File: src/rtl/pllcf_pkg.sv
// Package with offsets, field layout and reset values of the loop configuration registers
package pllcf_pkg;
    localparam int PLLCF_AW = 8;
    localparam int PLLCF_DW = 16;

    // Register offsets
    localparam logic [7:0] PLLCF_LOOP_FILTER_OFS = 8'h1f;
    localparam logic [7:0] PLLCF_LOCK_DETECT_OFS = 8'h21;

    // Reset values of the whole words
    localparam logic [15:0] PLLCF_LOOP_FILTER_RST = 16'h1e72;
    localparam logic [15:0] PLLCF_LOCK_DETECT_RST = 16'h0007;

    // Loop-filter field layout
    localparam int PLLCF_RES_LSB = 5;
    localparam int PLLCF_RES_W = 4;
    localparam int PLLCF_PCAP_LSB = 0;
    localparam int PLLCF_PCAP_W = 5;

    // Lock-detect field layout
    localparam int PLLCF_DLY_LSB = 5;
    localparam int PLLCF_DLY_W = 2;
    localparam int PLLCF_WIN_LSB = 2;
    localparam int PLLCF_WIN_W = 3;
    localparam int PLLCF_WAIT_LSB = 0;
    localparam int PLLCF_WAIT_W = 2;
    localparam int PLLCF_LD_RSVD_LSB = 7;

    // Decoded settings
    localparam logic [3:0] PLLCF_DLY_SET0 = 4'h2;
    localparam logic [3:0] PLLCF_DLY_SET1 = 4'h6;
    localparam logic [3:0] PLLCF_DLY_SET2 = 4'ha;
    localparam logic [3:0] PLLCF_DLY_SET3 = 4'he;
    localparam logic [7:0] PLLCF_WAIT_CYC0 = 8'h01;
    localparam logic [7:0] PLLCF_WAIT_CYC1 = 8'h10;
    localparam logic [7:0] PLLCF_WAIT_CYC2 = 8'h40;
    localparam logic [7:0] PLLCF_WAIT_CYC3 = 8'h80;
    localparam logic [2:0] PLLCF_WIN_OFF = 3'h0;

    typedef enum logic [1:0] {
        PLLCF_WAIT_1 = 2'b00,
        PLLCF_WAIT_16 = 2'b01,
        PLLCF_WAIT_64 = 2'b10,
        PLLCF_WAIT_128 = 2'b11
    } pllcf_wait_t;
endpackage

File: src/rtl/pllcf_regs.sv
// Loop-filter and lock-detect configuration registers with decoded analog controls
`timescale 1ns/1ps
`default_nettype none
module pllcf_regs
    import pllcf_pkg::*;
(
    input wire logic i_clk,
    input wire logic i_sys_rst,
    input wire logic i_wr_en,
    input wire logic i_rd_en,
    input wire logic [PLLCF_AW-1:0] i_addr,
    input wire logic [PLLCF_DW-1:0] i_wdata,
    output logic [PLLCF_DW-1:0] o_rdata,
    output logic o_rd_ack,
    output logic [PLLCF_RES_W-1:0] o_zero_resistor_sel,
    output logic [PLLCF_PCAP_W-1:0] o_pole_capacitor_sel,
    output logic [PLLCF_DLY_W-1:0] o_pfd_reset_delay_sel,
    output logic [3:0] o_pfd_reset_delay,
    output logic [PLLCF_WIN_W-1:0] o_lockdet_window_sel,
    output logic o_lockdet_enable,
    output logic [7:0] o_lockdet_wait_cycles
);

    // Timer length in phase-detector cycles for a wait code
    function automatic logic [7:0] wait_cycles(input logic [1:0] code);
        logic [7:0] cyc;
        cyc = PLLCF_WAIT_CYC0;
        case (pllcf_wait_t'(code))
            PLLCF_WAIT_1: cyc = PLLCF_WAIT_CYC0;
            PLLCF_WAIT_16: cyc = PLLCF_WAIT_CYC1;
            PLLCF_WAIT_64: cyc = PLLCF_WAIT_CYC2;
            PLLCF_WAIT_128: cyc = PLLCF_WAIT_CYC3;
            default: cyc = PLLCF_WAIT_CYC0;
        endcase
        return cyc;
    endfunction

    // Reset delay setting for a delay code
    function automatic logic [3:0] delay_setting(input logic [1:0] code);
        logic [3:0] set;
        set = PLLCF_DLY_SET0;
        case (code)
            2'h0: set = PLLCF_DLY_SET0;
            2'h1: set = PLLCF_DLY_SET1;
            2'h2: set = PLLCF_DLY_SET2;
            2'h3: set = PLLCF_DLY_SET3;
            default: set = PLLCF_DLY_SET0;
        endcase
        return set;
    endfunction

    logic [15:0] loop_filter_q;
    logic [15:0] loop_filter_d;
    logic [15:0] lock_detect_q;
    logic [15:0] lock_detect_d;
    logic [15:0] rdata_d;
    wire sel_lf;
    wire sel_ld;

    // Address decode; other offsets are ignored on write and read as zero
    assign sel_lf = (i_addr == PLLCF_LOOP_FILTER_OFS);
    assign sel_ld = (i_addr == PLLCF_LOCK_DETECT_OFS);

    // Whole words are stored as written, so odd codes come back unchanged
    assign loop_filter_d = (i_wr_en && sel_lf) ? i_wdata : loop_filter_q;
    assign lock_detect_d = (i_wr_en && sel_ld) ? i_wdata : lock_detect_q;

    // Read mux sees the old value when a write hits the same edge
    assign rdata_d = sel_lf ? loop_filter_q : (sel_ld ? lock_detect_q : 16'h0000);

    // Storage with documented reset words
    always_ff @(posedge i_clk) begin
        if (i_sys_rst) begin
            loop_filter_q <= PLLCF_LOOP_FILTER_RST;
            lock_detect_q <= PLLCF_LOCK_DETECT_RST;
        end else begin
            loop_filter_q <= loop_filter_d;
            lock_detect_q <= lock_detect_d;
        end
    end

    // Read answer one cycle after the strobe
    always_ff @(posedge i_clk) begin
        if (i_sys_rst) begin
            o_rdata <= 16'h0000;
            o_rd_ack <= 1'b0;
        end else begin
            o_rd_ack <= i_rd_en;
            o_rdata <= i_rd_en ? rdata_d : o_rdata;
        end
    end

    // Analog controls are registered from the next word so they track storage exactly
    always_ff @(posedge i_clk) begin
        if (i_sys_rst) begin
            o_zero_resistor_sel <= PLLCF_LOOP_FILTER_RST[PLLCF_RES_LSB +: PLLCF_RES_W];
            o_pole_capacitor_sel <= PLLCF_LOOP_FILTER_RST[PLLCF_PCAP_LSB +: PLLCF_PCAP_W];
            o_pfd_reset_delay_sel <= PLLCF_LOCK_DETECT_RST[PLLCF_DLY_LSB +: PLLCF_DLY_W];
            o_pfd_reset_delay <= PLLCF_DLY_SET0;
            o_lockdet_window_sel <= PLLCF_LOCK_DETECT_RST[PLLCF_WIN_LSB +: PLLCF_WIN_W];
            o_lockdet_enable <= 1'b1;
            o_lockdet_wait_cycles <= PLLCF_WAIT_CYC3;
        end else begin
            o_zero_resistor_sel <= loop_filter_d[PLLCF_RES_LSB +: PLLCF_RES_W];
            o_pole_capacitor_sel <= loop_filter_d[PLLCF_PCAP_LSB +: PLLCF_PCAP_W];
            o_pfd_reset_delay_sel <= lock_detect_d[PLLCF_DLY_LSB +: PLLCF_DLY_W];
            o_pfd_reset_delay <= delay_setting(lock_detect_d[PLLCF_DLY_LSB +: PLLCF_DLY_W]);
            o_lockdet_window_sel <= lock_detect_d[PLLCF_WIN_LSB +: PLLCF_WIN_W];
            // Code zero switches the comparator off rather than picking a tiny window
            o_lockdet_enable <= (lock_detect_d[PLLCF_WIN_LSB +: PLLCF_WIN_W] != PLLCF_WIN_OFF);
            o_lockdet_wait_cycles <= wait_cycles(lock_detect_d[PLLCF_WAIT_LSB +: PLLCF_WAIT_W]);
        end
    end

    // Checks on the register behaviour
    property p_ld_reset;
        @(posedge i_clk) $past(i_sys_rst) |-> lock_detect_q == 16'h0007;
    endproperty
    a_ld_reset: assert property (p_ld_reset) else $error("lock-detect reset word wrong");

    property p_ld_rsvd_store;
        @(posedge i_clk) disable iff (i_sys_rst)
        (i_wr_en && i_addr == 8'h21) |=> lock_detect_q[15:7] == $past(i_wdata[15:7]);
    endproperty
    a_ld_rsvd_store: assert property (p_ld_rsvd_store) else $error("reserved bits lost");

    property p_delay_map;
        @(posedge i_clk) disable iff (i_sys_rst)
        o_pfd_reset_delay == {o_pfd_reset_delay_sel, 2'b10};
    endproperty
    a_delay_map: assert property (p_delay_map) else $error("reset delay decode wrong");

    property p_window_off;
        @(posedge i_clk) disable iff (i_sys_rst)
        o_lockdet_enable == (o_lockdet_window_sel != 3'h0);
    endproperty
    a_window_off: assert property (p_window_off) else $error("lock enable mismatch");

    property p_wait_map;
        @(posedge i_clk) disable iff (i_sys_rst)
        (i_wr_en && i_addr == 8'h21 && i_wdata[1:0] == 2'h1) |=> o_lockdet_wait_cycles == 8'h10;
    endproperty
    a_wait_map: assert property (p_wait_map) else $error("wait length decode wrong");

    property p_res_follow;
        @(posedge i_clk) disable iff (i_sys_rst)
        (i_wr_en && i_addr == 8'h1f) |=> o_zero_resistor_sel == $past(i_wdata[8:5]);
    endproperty
    a_res_follow: assert property (p_res_follow) else $error("resistor select stale");

    property p_pcap_reset;
        @(posedge i_clk) $past(i_sys_rst) |-> o_pole_capacitor_sel == 5'h12;
    endproperty
    a_pcap_reset: assert property (p_pcap_reset) else $error("capacitor reset wrong");

    property p_lf_readback;
        @(posedge i_clk) disable iff (i_sys_rst)
        (i_wr_en && i_addr == 8'h1f) ##1 (i_rd_en && !i_wr_en && i_addr == 8'h1f)
        |=> o_rd_ack && o_rdata == $past(i_wdata, 2);
    endproperty
    a_lf_readback: assert property (p_lf_readback) else $error("loop-filter readback wrong");

    property p_unmapped_zero;
        @(posedge i_clk) disable iff (i_sys_rst)
        (i_rd_en && i_addr != 8'h1f && i_addr != 8'h21) |=> o_rdata == 16'h0000;
    endproperty
    a_unmapped_zero: assert property (p_unmapped_zero) else $error("unmapped read not zero");

    // Acknowledge echoes the read strobe one cycle later, and stays high for as long as the strobe is held
    property p_rd_ack_pulse;
        @(posedge i_clk) disable iff (i_sys_rst)
        !$past(i_sys_rst) |-> o_rd_ack == $past(i_rd_en);
    endproperty
    a_rd_ack_pulse: assert property (p_rd_ack_pulse) else $error("read ack timing wrong");

    // Read data holds between reads, so a slow host may pick it up late
    property p_rdata_hold;
        @(posedge i_clk) disable iff (i_sys_rst)
        !i_rd_en |=> $stable(o_rdata);
    endproperty
    a_rdata_hold: assert property (p_rdata_hold) else $error("read data moved without a read");

    // Lock-detect fields reach the analog side on the edge after the write
    property p_ld_follow;
        @(posedge i_clk) disable iff (i_sys_rst)
        (i_wr_en && i_addr == 8'h21) |=> o_pfd_reset_delay_sel == $past(i_wdata[6:5])
            && o_lockdet_window_sel == $past(i_wdata[4:2]);
    endproperty
    a_ld_follow: assert property (p_ld_follow) else $error("lock-detect select stale");

    // Capacitor select follows the written word, odd codes included
    property p_pcap_follow;
        @(posedge i_clk) disable iff (i_sys_rst)
        (i_wr_en && i_addr == 8'h1f) |=> o_pole_capacitor_sel == $past(i_wdata[4:0]);
    endproperty
    a_pcap_follow: assert property (p_pcap_follow) else $error("capacitor select stale");

    // A write to a hole in the map must leave both words alone
    property p_stray_write;
        @(posedge i_clk) disable iff (i_sys_rst)
        (i_wr_en && i_addr != 8'h1f && i_addr != 8'h21)
        |=> $stable(loop_filter_q) && $stable(lock_detect_q);
    endproperty
    a_stray_write: assert property (p_stray_write) else $error("unmapped write changed a word");

    // Loop-filter word comes back to its reset value after every reset
    property p_lf_reset;
        @(posedge i_clk) $past(i_sys_rst) |-> loop_filter_q == 16'h1e72;
    endproperty
    a_lf_reset: assert property (p_lf_reset) else $error("loop-filter reset word wrong");

    // Decoded lock-detect controls start from the reset codes
    property p_ld_out_reset;
        @(posedge i_clk) $past(i_sys_rst) |-> o_lockdet_enable && o_pfd_reset_delay == 4'h2
            && o_lockdet_wait_cycles == 8'h80;
    endproperty
    a_ld_out_reset: assert property (p_ld_out_reset) else $error("decoded reset wrong");

    c_lf_write: cover property (@(posedge i_clk) i_wr_en && sel_lf);
    c_win_off: cover property (@(posedge i_clk) !o_lockdet_enable);
    c_wait_one: cover property (@(posedge i_clk) o_lockdet_wait_cycles == 8'd1);
    c_ld_read: cover property (@(posedge i_clk) i_rd_en && sel_ld);
    c_rd_after_wr: cover property (@(posedge i_clk) (i_wr_en && sel_lf) ##1 (i_rd_en && sel_lf));
endmodule
`default_nettype wire

File: config.mk
export PLATFORM = sky130hd
export DESIGN_NAME = pllcf_regs
export DESIGN_NICKNAME = d
export VERILOG_FILES = /design/src/rtl/pllcf_pkg.sv /design/src/rtl/pllcf_regs.sv
export SDC_FILE = /design/constraint.sdc
export NUM_CORES = 1
export LEC_CHECK = 0
export ABC_AREA = 1
export BUFFER_PORTS_ARGS = -buffer_cell sky130_fd_sc_hd__clkbuf_2
export CORE_UTILIZATION = 51
export CTS_CLUSTER_SIZE = 12
export DETAILED_ROUTE_END_ITERATION = 8
export PLACE_DENSITY = 0.81
export SYNTH_ARGS = -nofsm -noshare
export SYNTH_HDL_FRONTEND = slang
export SYNTH_SLANG_ARGS = --single-unit
File: constraint.sdc
create_clock -name i_clk -period 1.15 [get_ports i_clk]
set_input_delay 0.115 -clock i_clk [delete_from_list [all_inputs] [get_ports i_clk]]
set_output_delay 0.115 -clock i_clk [all_outputs]
set_load 0.01 [all_outputs]
==> out/metrics.yaml <==
path_buf_inv: 1
hold_viol_final: 0
yosys.area_share.adder_pct: 0
fin_util_pct: 64.5
end_kind: "primary output"
port_buffers: 65
cts_resized: 0
ys_seq_area_share_pct: 45.3
ir_drop_mv: 0.696
ys_async_sr_fraction_pct: 0
cellLeakagePower_nw: 1.47
grt_pass1_wl_um: 9540
synth.mux.area_fraction_pct: 0
setup_viol: 0
synthesis.area_um2: 2470
cp-start-kind: "flop"
num_io_pins: 72
cp_data_arrival_time_ns: 0.87
drc_errors: 0
skew_ns: 0.00600
synth_top_family_by_area: "simple AND/OR/NAND/NOR gates"
area_growth_pct: 17.5
synth-xor-area-share_pct: 0
yosysWarnings: 0
slew_violations: 0
grt_pass1_vias: 2117
ant_nets: 0
std_cell_rows: 24
synth_seq_cells: 56
fmax_ghz: 1.01
vias: 2282
cts_tree: "yes"
num_antenna_cells: 0
drtIter0Drc: 127
wirelength_um: 5660
grt_overflow: 0
start_util_pct: 54.9
h-tree-depth: 2
syn_avg_cell_area_um2: 7.25
dpl.hpwl_um: 4080
clk-insertion-delay-late_ns: 0.31
clock-root-buffer: "clkbuf_8"
slowest_delay_ns: 0.40
nNetsFinal: 426
dieArea_um2: 5130
crit_fanout: 3
grt_use_total_pct: 23.7
cts_buffer_depth: 2
die_x_um: 71.6
crit_family: "flip-flops"
path_clk_slew_ns: 0.09
rsz0062_at_grt: "no"
grt_max_degree: 22
n_fill_cell: 393
post_drt_via_cell_ratio: 5.06
critical_path.cell_chain: "clkbuf_2"
status: "finished clean"
period_needed_ns: 0.987
critPathSlowestCell: "dfxtp_1"
place_congestion: 0.849
cts_setup_buffers: 0
timing.max_cap.violations: 0
cts_hold_buf: 0
cts_buffers: 5
finalCritPeriodShare_pct: 85.8
synth_enable_flop_cells: 0
synth_cell_types: 22
hold_class: "in -> reg"
setup_tns_ns: 0
die_y_um: 71.6
synthFlopType: "dfxtp_1"
drive_gt1_share_pct: 26.3
coreArea_um2: 4500
crit_type: "reg -> out"
synth-simple-area-share_pct: 32.2
crit_required_ns: 1.03
total_power_w: 0.00339
powerDensity_nw_per_um2: 1170
synth_cells: 341
routedWlPerCell_um: 12.6
clock-sinks: 56
first_pass_iters: 4
antenna_found_initial: 0
synth-compound-area-share_pct: 8.00
## cell usage after synthesis (2+ instances only)
cell type  count  share of area (%)
nor2_8         2                1.6
inv_1         25                3.8
o21ai_0       18                3.6
clkbuf_1       7                1.1
inv_2          2               0.30
a21oi_1       18                3.6
nand3_1       46                9.3
nor2_1        48                7.3
nand2_1       75                 11
conb_1         2               0.30
dfxtp_1       56                 45
a21oi_2        2               0.71
buf_1          2               0.30
buf_2          4               0.81
buf_4         23                7.0
nand2_2        5                1.3
## logic make-up after synthesis
kind of cell,Yosys count
simple gates,179
buf+inv,66
other cells,2
flops,56
compound gates,38
## through the flow
step	setup slack, ns	cells	cell area, um2	hold slack [ns]
floorplan	0.176	345	2490	0.228
global placement	0.0298	443	2820	0.341
detailed placement	-0.0616	443	2820	0.340
CTS	0.168	451	2910	0.0234
global route	0.127	451	2910	0.0306
finish	0.163	451	2910	0.0231
## power breakdown
group / leakage, nW / internal [W] / switching [W]
logic: 0.965 / 0.000128 / 0.000190
clock network: 0.0455 / 0.000493 / 0.000595
registers: 0.455 / 0.00197 / 0.0000146
total: 1.47 / 0.00259 / 0.000799
## final timing paths
kind	startpoint	endpoint	slack, ns	depth (start not counted)
setup / recovery	lock_detect_q[3]	o_lockdet_window_sel[1]	0.16	1
hold reg to reg	loop_filter_q[15]	loop_filter_q[15]	0.47	2
setup reg to reg	loop_filter_q[3]	o_rdata[3]	0.39	4
hold / removal	i_wdata[1]	loop_filter_q[1]	0.02	3
## state kept, by name (all words and copies together), names as in the netlist
name                   flops
o_pfd_reset_delay          2
o_lockdet_enable           1
o_lockdet_wait_cycles      4
o_rdata                   16
o_rd_ack                   1
lock_detect_q             16
loop_filter_q             16
## area by class of cell
cell class	instances	area, um2	share of cell area [%]
multi-input combinational	223	1020	35.0
timing repair buffer	84	505	17.4
tap	52	65.1	2.24
clock buffer	8	90.1	3.10
sequential	56	1120	38.6
inverter	28	106	3.66
## routing by layer
layer | GRT usage [%] | vias up | part of all wire (%) | routed length (um)
met5 | 0 | - | 0 | 0
li1 | - | 1161 | - | -
met3 | 4.92 | 13 | 6.5 | 368
met2 | 40.8 | 81 | 48 | 2740
met4 | 8.28 | 0 | 1.8 | 103
met1 | 29.5 | 1027 | 43 | 2450
## cells in the final DEF (no fill, tap or decap)
master and count:
clkbuf_2 65, clkbuf_8 6, buf_4 16, nand2_1 75, nor2_1 48, a21oi_2 2, nor2_2 1, nand3_2 1
inv_1 25, buf_12 3, nor2_8 2, inv_2 2, nand2_2 5, clkbuf_1 2, nand3_1 46, clkinv_2 1
nand3_4 1, dfxtp_1 56, a21oi_1 18, conb_1 6, o21ai_0 18
No activity file was read; power rests on OpenSTA's default activity.
